### config.mk
export PLATFORM = sky130hd
export DESIGN_NAME = pbc_colour_ctrl
export DESIGN_NICKNAME = d
export VERILOG_FILES = /design/src/hdl/pbc_pkg.sv /design/src/hdl/pbc_colour_ctrl.sv /design/src/hdl/pbc_colour_decode.sv /design/src/hdl/pbc_serial_port.sv
export SDC_FILE = /design/constraint.sdc
export NUM_CORES = 1
export LEC_CHECK = 0
export BUFFER_PORTS_ARGS = -buffer_cell sky130_fd_sc_hd__buf_4
export CAP_MARGIN = 30
export CORE_MARGIN = 2
export CORE_UTILIZATION = 45
export CTS_BUF_LIST = sky130_fd_sc_hd__clkbuf_8
export DETAILED_ROUTE_END_ITERATION = 12
export PLACE_DENSITY = 0.61
export SLEW_MARGIN = 15
export SYNTH_ARGS = -nofsm -noshare
export SYNTH_HDL_FRONTEND = slang
export SYNTH_SLANG_ARGS = --single-unit
### constraint.sdc
create_clock -name MCLK_I -period 5.9 [get_ports MCLK_I]
set_input_delay 0.885 -clock MCLK_I [delete_from_list [all_inputs] [get_ports MCLK_I]]
set_output_delay 0.885 -clock MCLK_I [all_outputs]
set_load 0.01 [all_outputs]
### src/hdl/pbc_pkg.sv
// Shared constants of the border and background colour control block.
// Assumes a single 50 MHz clock and byte-wide registers behind a two-wire serial port.
package pbc_pkg;

  // Register offsets
  localparam logic [7:0] OFS_CHAN_SEL = 8'h05;
  localparam logic [7:0] OFS_MAIN_BRD = 8'h06;
  localparam logic [7:0] OFS_SUB_BRD = 8'h07;
  localparam logic [7:0] OFS_CHAN_BRD = 8'h08;
  localparam logic [7:0] OFS_BACKDROP = 8'h09;

  // Field positions
  localparam int HILITE_LSB = 4;
  localparam int LIVE_LSB = 0;
  localparam int EN_BIT = 6;
  localparam int FAC_BIT = 7;
  localparam int BRT_LSB = 4;
  localparam int COL_LSB = 0;

  // Writable bits; the rest read as zero
  localparam logic [7:0] SEL_MASK = 8'h77;
  localparam logic [7:0] BRD_MASK = 8'h77;
  localparam logic [7:0] BG_MASK = 8'hF7;
  localparam logic [7:0] REG_RST = 8'h00;

  // Grey and black colour codes, and the black brightness step
  localparam logic [2:0] COL_DARK = 3'h0;
  localparam logic [2:0] COL_LIGHT = 3'h7;
  localparam logic [2:0] COL_BLACK = 3'h0;
  localparam logic [1:0] BRT_BLACK = 2'h0;

  // Luminance in percent per brightness step, step 0 in the low slot
  localparam logic [3:0][6:0] PCT_DARK = {7'h32, 7'h1E, 7'h0A, 7'h00};
  localparam logic [3:0][6:0] PCT_LIGHT = {7'h64, 7'h50, 7'h46, 7'h3C};
  localparam logic [3:0][6:0] PCT_CHROMA = {7'h64, 7'h46, 7'h32, 7'h1E};

  // Screen area under the current pixel
  typedef enum logic [1:0] {
    AREA_PIC = 2'h0,
    AREA_MAIN = 2'h1,
    AREA_SUB = 2'h2,
    AREA_BG = 2'h3
  } pbc_area_e;

  // Serial port states
  typedef enum logic [4:0] {
    SP_IDLE = 5'h01,
    SP_RX = 5'h02,
    SP_ACK = 5'h04,
    SP_TX = 5'h08,
    SP_RACK = 5'h10
  } pbc_sp_e;

  // Kind of byte being received
  typedef enum logic [1:0] {
    K_ADDR = 2'h0,
    K_SUB = 2'h1,
    K_DATA = 2'h2
  } pbc_kind_e;

  localparam logic [2:0] BIT_LAST = 3'h7;
  localparam logic [7:0] PTR_STEP = 8'h01;

endpackage

### src/hdl/pbc_colour_ctrl.sv
// Border and background colour control: registers, field-aligned update, area colour.
// Assumes the video path marks field starts and the area and channel of each pixel.
module pbc_colour_ctrl #(
  parameter int CHANNELS = 8,
  parameter logic [6:0] DEV_ADDR = 7'h45
) (
  // Clock and reset
  input wire logic MCLK_I,
  input wire logic NRST_I,
  // Serial port
  input wire logic SCL_I,
  input wire logic SDA_I,
  output logic SDA_O,
  output logic SDA_OE_O,
  // Video timing and state from the rest of the device
  input wire logic FIELD_START_I,
  input wire logic [1:0] AREA_I,
  input wire logic [2:0] CHAN_I,
  input wire logic [CHANNELS-1:0] SHOWN_I,
  input wire logic SUB_HOLD_I,
  input wire logic LIVE_OK_I,
  // Resolved pixel
  output logic PIX_LIVE_O,
  output logic [1:0] PIX_BRT_O,
  output logic [2:0] PIX_HUE_O,
  output logic [6:0] PIX_LUMA_O,
  output logic PIX_CHROMA_O,
  // Channel selections and factory mode flag
  output logic [2:0] LIVE_SUB_O,
  output logic LIVE_SUB_VALID_O,
  output logic [2:0] HILITE_CH_O,
  output logic HILITE_VALID_O,
  output logic FACTORY_O
);

  // Three select bits cannot address more channels
  if (CHANNELS < 1 || CHANNELS > 8) begin : g_chk
    $error("CHANNELS must be between 1 and 8");
  end

  typedef struct packed {
    logic [7:0] sh_sel;
    logic [7:0] sh_mb;
    logic [7:0] sh_sb;
    logic [7:0] sh_cb;
    logic [7:0] sh_bg;
    logic [7:0] ac_sel;
    logic [7:0] ac_mb;
    logic [7:0] ac_sb;
    logic [7:0] ac_cb;
    logic [7:0] ac_bg;
    logic live;
    logic [1:0] brt;
    logic [2:0] hue;
    logic [6:0] luma;
    logic chroma;
    logic [2:0] lsub;
    logic lsub_v;
    logic [2:0] hch;
    logic hch_v;
    logic fac;
  } pbc_ctrl_s;

  pbc_ctrl_s st_ff;
  pbc_ctrl_s nxt_st;

  logic wr;
  logic [7:0] ptr;
  logic [7:0] wdata;
  logic [7:0] rdata;
  logic sda_oe;
  logic res_live;
  logic [1:0] res_brt;
  logic [2:0] res_col;
  logic [6:0] dec_pct;
  logic dec_chroma;

  function automatic logic f_en(input logic [7:0] r);
    return r[pbc_pkg::EN_BIT];
  endfunction

  function automatic logic [1:0] f_brt(input logic [7:0] r);
    return r[pbc_pkg::BRT_LSB +: 2];
  endfunction

  function automatic logic [2:0] f_col(input logic [7:0] r);
    return r[pbc_pkg::COL_LSB +: 3];
  endfunction

  function automatic logic f_shown(input logic [CHANNELS-1:0] m, input logic [2:0] ch);
    logic hit;
    hit = 1'b0;
    for (int i = 0; i < CHANNELS; i++) begin
      if (ch == i[2:0]) begin
        hit = m[i];
      end
    end
    return hit;
  endfunction

  pbc_serial_port #(
    .DEV_ADDR(DEV_ADDR)
  ) u_port (
    .clk_i(MCLK_I),
    .rst_n_i(NRST_I),
    .scl_i(SCL_I),
    .sda_i(SDA_I),
    .sda_oe_o(sda_oe),
    .wr_o(wr),
    .ptr_o(ptr),
    .wdata_o(wdata),
    .rdata_i(rdata)
  );

  pbc_colour_decode u_dec (
    .brt_i(res_brt),
    .col_i(res_col),
    .pct_o(dec_pct),
    .chroma_o(dec_chroma)
  );

  // Reads show what the host wrote, even before the field start applies it
  always_comb begin
    if (ptr == pbc_pkg::OFS_CHAN_SEL) begin
      rdata = st_ff.sh_sel;
    end else if (ptr == pbc_pkg::OFS_MAIN_BRD) begin
      rdata = st_ff.sh_mb;
    end else if (ptr == pbc_pkg::OFS_SUB_BRD) begin
      rdata = st_ff.sh_sb;
    end else if (ptr == pbc_pkg::OFS_CHAN_BRD) begin
      rdata = st_ff.sh_cb;
    end else if (ptr == pbc_pkg::OFS_BACKDROP) begin
      rdata = st_ff.sh_bg;
    end else begin
      rdata = 8'h00;
    end
  end

  // Area resolution on the applied copy
  always_comb begin
    logic bg_on;
    logic fac_on;
    logic [2:0] hl_pick;
    logic hl_hit;
    pbc_pkg::pbc_area_e area;
    logic [7:0] own;
    logic own_on;
    bg_on = f_en(st_ff.ac_bg);
    fac_on = st_ff.ac_bg[pbc_pkg::FAC_BIT] & bg_on;
    hl_pick = st_ff.ac_sel[pbc_pkg::HILITE_LSB +: 3];
    hl_hit = f_en(st_ff.ac_cb) && (CHAN_I == hl_pick) && f_shown(SHOWN_I, hl_pick);
    area = pbc_pkg::pbc_area_e'(AREA_I);
    // Factory mode paints the border areas with the background too
    if (fac_on && area != pbc_pkg::AREA_PIC) begin
      area = pbc_pkg::AREA_BG;
    end
    own = st_ff.ac_bg;
    own_on = bg_on;
    if (area == pbc_pkg::AREA_MAIN) begin
      own = st_ff.ac_mb;
      own_on = f_en(st_ff.ac_mb);
    end else if (area == pbc_pkg::AREA_SUB && hl_hit) begin
      own = st_ff.ac_cb;
      own_on = 1'b1;
    end else if (area == pbc_pkg::AREA_SUB) begin
      // Unhighlighted channel borders share the sub-border treatment
      own = st_ff.ac_sb;
      own_on = f_en(st_ff.ac_sb);
    end
    res_live = 1'b0;
    res_brt = f_brt(own);
    res_col = f_col(own);
    if (area == pbc_pkg::AREA_PIC) begin
      res_live = 1'b1;
    end else if (!own_on && bg_on) begin
      res_brt = f_brt(st_ff.ac_bg);
      res_col = f_col(st_ff.ac_bg);
    end else if (!own_on) begin
      // Live needs a main picture; without one an off area goes black
      res_live = LIVE_OK_I;
      res_brt = pbc_pkg::BRT_BLACK;
      res_col = pbc_pkg::COL_BLACK;
    end
  end

  always_comb begin
    logic [2:0] ls_pick;
    nxt_st = st_ff;
    if (wr) begin
      if (ptr == pbc_pkg::OFS_CHAN_SEL) begin
        nxt_st.sh_sel = wdata & pbc_pkg::SEL_MASK;
      end else if (ptr == pbc_pkg::OFS_MAIN_BRD) begin
        nxt_st.sh_mb = wdata & pbc_pkg::BRD_MASK;
      end else if (ptr == pbc_pkg::OFS_SUB_BRD) begin
        nxt_st.sh_sb = wdata & pbc_pkg::BRD_MASK;
      end else if (ptr == pbc_pkg::OFS_CHAN_BRD) begin
        nxt_st.sh_cb = wdata & pbc_pkg::BRD_MASK;
      end else if (ptr == pbc_pkg::OFS_BACKDROP) begin
        nxt_st.sh_bg = wdata & pbc_pkg::BG_MASK;
      end
    end
    // Copy taken from the shadow as it stands before this cycle's write
    if (FIELD_START_I) begin
      nxt_st.ac_sel = st_ff.sh_sel;
      nxt_st.ac_mb = st_ff.sh_mb;
      nxt_st.ac_sb = st_ff.sh_sb;
      nxt_st.ac_cb = st_ff.sh_cb;
      nxt_st.ac_bg = st_ff.sh_bg;
    end
    nxt_st.live = res_live;
    nxt_st.brt = res_live ? pbc_pkg::BRT_BLACK : res_brt;
    nxt_st.hue = res_live ? pbc_pkg::COL_BLACK : res_col;
    nxt_st.luma = res_live ? 7'h00 : dec_pct;
    nxt_st.chroma = res_live ? 1'b0 : dec_chroma;
    ls_pick = st_ff.ac_sel[pbc_pkg::LIVE_LSB +: 3];
    nxt_st.lsub = ls_pick;
    nxt_st.lsub_v = !SUB_HOLD_I && f_shown(SHOWN_I, ls_pick);
    nxt_st.hch = st_ff.ac_sel[pbc_pkg::HILITE_LSB +: 3];
    nxt_st.hch_v = f_en(st_ff.ac_cb) && f_shown(SHOWN_I, nxt_st.hch);
    nxt_st.fac = st_ff.ac_bg[pbc_pkg::FAC_BIT] & f_en(st_ff.ac_bg);
  end

  always_ff @(posedge MCLK_I or negedge NRST_I) begin
    if (!NRST_I) begin
      st_ff <= '{sh_sel: pbc_pkg::REG_RST, sh_mb: pbc_pkg::REG_RST,
                 sh_sb: pbc_pkg::REG_RST, sh_cb: pbc_pkg::REG_RST,
                 sh_bg: pbc_pkg::REG_RST, ac_sel: pbc_pkg::REG_RST,
                 ac_mb: pbc_pkg::REG_RST, ac_sb: pbc_pkg::REG_RST,
                 ac_cb: pbc_pkg::REG_RST, ac_bg: pbc_pkg::REG_RST,
                 default: '0};
    end else begin
      st_ff <= nxt_st;
    end
  end

  // Outputs
  assign SDA_O = 1'b0;
  assign SDA_OE_O = sda_oe;
  assign PIX_LIVE_O = st_ff.live;
  assign PIX_BRT_O = st_ff.brt;
  assign PIX_HUE_O = st_ff.hue;
  assign PIX_LUMA_O = st_ff.luma;
  assign PIX_CHROMA_O = st_ff.chroma;
  assign LIVE_SUB_O = st_ff.lsub;
  assign LIVE_SUB_VALID_O = st_ff.lsub_v;
  assign HILITE_CH_O = st_ff.hch;
  assign HILITE_VALID_O = st_ff.hch_v;
  assign FACTORY_O = st_ff.fac;

endmodule

### src/hdl/pbc_colour_decode.sv
// Colour code decoder: brightness step and colour code to luminance percent.
// Assumes a purely combinational use; the caller registers the result.
module pbc_colour_decode (
  // Code
  input wire logic [1:0] brt_i,
  input wire logic [2:0] col_i,
  // Result
  output logic [6:0] pct_o,
  output logic chroma_o
);

  always_comb begin
    chroma_o = 1'b1;
    pct_o = pbc_pkg::PCT_CHROMA[brt_i];
    // Codes 0 and 7 are grey ladders with their own levels
    if (col_i == pbc_pkg::COL_DARK) begin
      chroma_o = 1'b0;
      pct_o = pbc_pkg::PCT_DARK[brt_i];
    end else if (col_i == pbc_pkg::COL_LIGHT) begin
      chroma_o = 1'b0;
      pct_o = pbc_pkg::PCT_LIGHT[brt_i];
    end
  end

endmodule

### src/hdl/pbc_serial_port.sv
// Two-wire serial slave: device address, subaddress, then data with auto-increment.
// Assumes SCL and SDA are already synchronous to the clock and slow against it.
module pbc_serial_port #(
  parameter logic [6:0] DEV_ADDR = 7'h45
) (
  // Clock and reset
  input wire logic clk_i,
  input wire logic rst_n_i,
  // Serial pins
  input wire logic scl_i,
  input wire logic sda_i,
  output logic sda_oe_o,
  // Register access
  output logic wr_o,
  output logic [7:0] ptr_o,
  output logic [7:0] wdata_o,
  input wire logic [7:0] rdata_i
);

  typedef struct packed {
    pbc_pkg::pbc_sp_e st;
    pbc_pkg::pbc_kind_e kind;
    logic rw;
    logic full;
    logic [2:0] cnt;
    logic [7:0] sh;
    logic [7:0] ptr;
    logic scl;
    logic sda;
    logic wr;
    logic oe;
  } pbc_sp_s;

  pbc_sp_s st_ff;
  pbc_sp_s nxt_st;
  logic rise;
  logic fall;

  assign rise = scl_i & ~st_ff.scl;
  assign fall = ~scl_i & st_ff.scl;

  always_comb begin
    nxt_st = st_ff;
    nxt_st.scl = scl_i;
    nxt_st.sda = sda_i;
    nxt_st.wr = 1'b0;
    if (scl_i && st_ff.scl && st_ff.sda && !sda_i) begin
      nxt_st.st = pbc_pkg::SP_RX;
      nxt_st.kind = pbc_pkg::K_ADDR;
      nxt_st.cnt = 3'h0;
      nxt_st.full = 1'b0;
    end else if (scl_i && st_ff.scl && !st_ff.sda && sda_i) begin
      nxt_st.st = pbc_pkg::SP_IDLE;
    end else begin
      case (st_ff.st)
        pbc_pkg::SP_RX: begin
          if (rise) begin
            nxt_st.sh = {st_ff.sh[6:0], sda_i};
            nxt_st.cnt = st_ff.cnt + 3'h1;
            nxt_st.full = (st_ff.cnt == pbc_pkg::BIT_LAST);
          end else if (fall && st_ff.full) begin
            nxt_st.full = 1'b0;
            nxt_st.st = pbc_pkg::SP_ACK;
            if (st_ff.kind == pbc_pkg::K_ADDR) begin
              nxt_st.rw = st_ff.sh[0];
              if (st_ff.sh[7:1] != DEV_ADDR) begin
                nxt_st.st = pbc_pkg::SP_IDLE;
              end
            end else if (st_ff.kind == pbc_pkg::K_SUB) begin
              nxt_st.ptr = st_ff.sh;
            end else begin
              nxt_st.wr = 1'b1;
            end
          end
        end
        pbc_pkg::SP_ACK: begin
          if (fall) begin
            if (st_ff.kind == pbc_pkg::K_DATA) begin
              nxt_st.ptr = st_ff.ptr + pbc_pkg::PTR_STEP;
            end
            if (st_ff.kind == pbc_pkg::K_ADDR && st_ff.rw) begin
              nxt_st.st = pbc_pkg::SP_TX;
              nxt_st.sh = rdata_i;
            end else begin
              nxt_st.st = pbc_pkg::SP_RX;
              nxt_st.kind = (st_ff.kind == pbc_pkg::K_ADDR) ? pbc_pkg::K_SUB : pbc_pkg::K_DATA;
            end
          end
        end
        pbc_pkg::SP_TX: begin
          if (fall) begin
            nxt_st.sh = {st_ff.sh[6:0], 1'b0};
            nxt_st.cnt = st_ff.cnt + 3'h1;
            if (st_ff.cnt == pbc_pkg::BIT_LAST) begin
              nxt_st.st = pbc_pkg::SP_RACK;
              nxt_st.ptr = st_ff.ptr + pbc_pkg::PTR_STEP;
            end
          end
        end
        pbc_pkg::SP_RACK: begin
          if (rise && sda_i) begin
            nxt_st.st = pbc_pkg::SP_IDLE;
          end else if (fall) begin
            nxt_st.st = pbc_pkg::SP_TX;
            nxt_st.sh = rdata_i;
          end
        end
        default: begin
          nxt_st.st = pbc_pkg::SP_IDLE;
        end
      endcase
    end
    // Open drain: only ever pull low
    nxt_st.oe = (nxt_st.st == pbc_pkg::SP_ACK) || (nxt_st.st == pbc_pkg::SP_TX && !nxt_st.sh[7]);
  end

  always_ff @(posedge clk_i or negedge rst_n_i) begin
    if (!rst_n_i) begin
      st_ff <= '{st: pbc_pkg::SP_IDLE, kind: pbc_pkg::K_ADDR, scl: 1'b1, sda: 1'b1,
                 default: '0};
    end else begin
      st_ff <= nxt_st;
    end
  end

  assign sda_oe_o = st_ff.oe;
  assign wr_o = st_ff.wr;
  assign ptr_o = st_ff.ptr;
  assign wdata_o = st_ff.sh;

endmodule
==> flow_summary.ini <==
[drt]
vias_per_cell = 5.575
routed_wl_um = 13190
postRouteAntennaNets = 0
route.vias.total = 4276
drt_first_pass_iters = 4
remaining_drc_errors = 0
avgRoutedWirePerCell_um = 17.19
drt_iter0_drc = 287

[timing]
timing.final.max_slew_violations = 0
finalCritPeriodShare = 0.5595
finalCriticalPeriod_ps = 3301
setup_viol = 0
tightestPinTransition_ps = 704.3
rsz0062_at_grt = no
max_freq_mhz = 302.9
layout_setup_ws_ps = 2599
final.setup_skew_ps = 6.262
report.final.hold_viol_count = 0
slew_headroom = 0.5273
setup_tns_ps = 0

[synthesis]
post_synth_mux_area_share = 0.1552
synth_enable_flop_cells = 0
synth_compound_gate_area_share = 0.1333
synth-simple-area-share = 0.1469
synthCells = 552
mapped_cell_area_um2 = 5997
synth_largest_area_cell = sky130_fd_sc_hd__dfrtp_1
yosys.cell_types.count = 71
syn_area_per_cell_um2 = 10.86
number_of_warnings_issued_by_yosys = 0
post_synth_main_area_contributors = sky130_fd_sc_hd__dfrtp_1 (47%), sky130_fd_sc_hd__mux2_2 (13%), sky130_fd_sc_hd__nand2_1 (3.2%), sky130_fd_sc_hd__ha_1 (2.5%), sky130_fd_sc_hd__nor2_1 (2.4%)
register_area_share_after_synthesis = 0.4847
synthFlopType = sky130_fd_sc_hd__dfrtp_1
synth_area_in_adders = 0.02504
synthXorXnorAreaFrac = 0.005842
yosys_top_cell_area_share = 0.4715
async_flop_share = 1.000
ys_ff_latch = 116
synth_top_family_by_area = multiplexers

[finish]
num-nets-final = 610
sequential_cell_area_um2 = 2907
post_route_cells_drive_above_1_share = 0.2843
utilization = 0.5142
final_common_cell = sky130_fd_sc_hd__dfrtp_1
insertedDiodeCount = 0
non_filler_cells_in_the_finished_layout = 767
most-common-layout-cells = sky130_fd_sc_hd__dfrtp_1 (113), sky130_fd_sc_hd__mux2_2 (70), sky130_fd_sc_hd__nand2_1 (51), sky130_fd_sc_hd__buf_4 (45), sky130_fd_sc_hd__nor2_1 (39)
multiInputGateArea_um2 = 2804
num-fill-cells = 1211
layout-area-overhead-vs-synth_pct = 12.64

[global_route]
maximum_number_of_pins_on_one_net_before_global_route_repair = 76
number_of_global_route_vias_before_repair = 4120
groute.usage.overall = 0.1987
grt_antenna_before_repair = 0
grt_first_pass_wirelength_um = 22000
globalRoute.totalOverflow = 0

[placement]
placed_cells = 734
gpl.final_weighted_congestion = 0.9755
portBuffers = 42
dp_hpwl_um = 9368
post_placement_setup_slack_ps = 2190

[die]
die_width_um = 119.4
fp.dieArea_um2 = 14270
number_of_cell_rows = 42
coreArea_um2 = 13140
start_util = 0.4565
chipHeight_um = 119.4
io_pins = 45

[clocking]
cts.root.buffer_cell = sky130_fd_sc_hd__clkbuf_8
numCtsBuffers = 17
clock_latency_reported_for_the_late_side_of_the_worst_skew_pair_ps = 440
clock_tree.buffer_depth = 2
clk_transition_reported_paths_ps = 70
cts_tree = yes
clock_tree.htree_level_count = 4
ctsHoldBuffers = 0
clkSinkCount = 116
ctsResizeCount = 0
post-cts-setup-buffer-count = 0

[power]
power.leakage_uw = 0.003209
cellPowerDensity_nw_per_um2 = 240.6
ir_drop_mv = 0.1199

[worst_setup_path]
arrival_ps = 3640
critical_path_class = reg -> reg
worst_setup_path_end_kind = flip-flop
reg2regPathDepth = 10
critical_path_required_ps = 6240
crit_path_start_kind = flip-flop
regToRegSetupSlack_ps = 2600
critical_path.max_fanout = 9

[outcome]
result_of_the_run = completed

[min_path]
hp-class = in -> async

[flow_run]
drv.max_cap_violation_count = 0
==> metal layers <==
metal | global-route usage | part of all wire | vias up
met1 | 0.2583 | 0.45 | 2133
met3 | 0.04358 | 0.037 | 15
met5 | 0 | 0 | -
li1 | - | - | 2032
met4 | 0.07500 | 0.016 | 0
met2 | 0.3254 | 0.49 | 96
==> synthesized netlist by cell type, drive strengths merged, types with 3 or more instances <==
master,number
o221ai,5
o31ai,6
or3,3
o21ai,27
nor3b,7
nand2b,9
ha,12
nor2,39
dfstp,3
a21oi,24
o211ai,3
a21o,3
and3,9
mux2,73
mux2i,6
dfrtp,113
buf,26
a22o,7
a32oi,4
xnor2,3
o22ai,6
a31oi,5
nand3,16
nor3,10
and2,7
nor2b,6
a22oi,8
nand2,51
inv,16
clkbuf,14
==> critical path, stage by stage, from the launching register on <==
cell and delay (ps):
sky130_fd_sc_hd__dfrtp_1 450, sky130_fd_sc_hd__and2_4 180, sky130_fd_sc_hd__or3b_1 480, sky130_fd_sc_hd__or3_4 470
sky130_fd_sc_hd__o21ai_4 200, sky130_fd_sc_hd__a21o_4 200, sky130_fd_sc_hd__mux2_2 430, sky130_fd_sc_hd__inv_1 130
sky130_fd_sc_hd__ha_1 250, sky130_fd_sc_hd__nand2b_1 140, sky130_fd_sc_hd__a311oi_1 260
==> final timing paths <==
kind / from / to
worst max-delay path: st_ff[29] / PIX_LUMA_O[5]
min in group MCLK_I: nxt_st[8] / LIVE_SUB_O[2]
worst min register to register: nxt_st[8] / LIVE_SUB_O[2]
worst max register to register: st_ff[29] / PIX_LUMA_O[5]
worst min-delay path: NRST_I / nxt_st[8]
max in group asynchronous: NRST_I / st_ff[64]
==> cell type report <==
| type | count | area share |
|---|---|---|
| tap | 176 | 0.03260 |
| clock inverter | 10 | 0.01537 |
| sequential | 116 | 0.4303 |
| multi-input combinational | 381 | 0.4151 |
| clock buffer | 22 | 0.04482 |
| timing repair buffer | 46 | 0.05297 |
| inverter | 16 | 0.008891 |
==> stage by stage <==
step,power [uW],area [um2],hold slack [ps]
floorplan,862.5,6001,348.7
global placement,898.6,6329,439.2
detailed placement,900.0,6329,453.6
CTS,1644,6735,468.5
global route,1691,6755,388.5
finish,1625,6755,377.5
==> state kept, by name (all words and copies together) (netlist names), 2 cells and up <==
| signal | flops |
|---|---|
| st_ff | 56 |
| PIX_HUE_O | 3 |
| HILITE_CH_O | 3 |
| PIX_BRT_O | 2 |
| nxt_st | 6 |
| u_port.ptr_o | 8 |
| PIX_LUMA_O | 6 |
| u_port.st_ff | 14 |
| u_port.wdata_o | 8 |
| LIVE_SUB_O | 3 |
==> where the power goes <==
| group | switching, uW | internal, uW | leakage (uW) |
|---|---|---|---|
| Sequential | 3.88 | 801 | 0.00160 |
| Combinational | 49.9 | 30.7 | 0.00140 |
| Clock | 314 | 426 | 0.000212 |
==> cell families after synthesis <==
group                      count (synthesis)
xor gates and xnor gates                   4
muxes                                     81
other                                      1
buffers and inverters                     56
DFF                                      116
adders and majority gates                 12
AOI/OAI and AO/OA                        112
and+or+nand+nor                          170
Note: power is estimated with default switching activity, not from simulation.
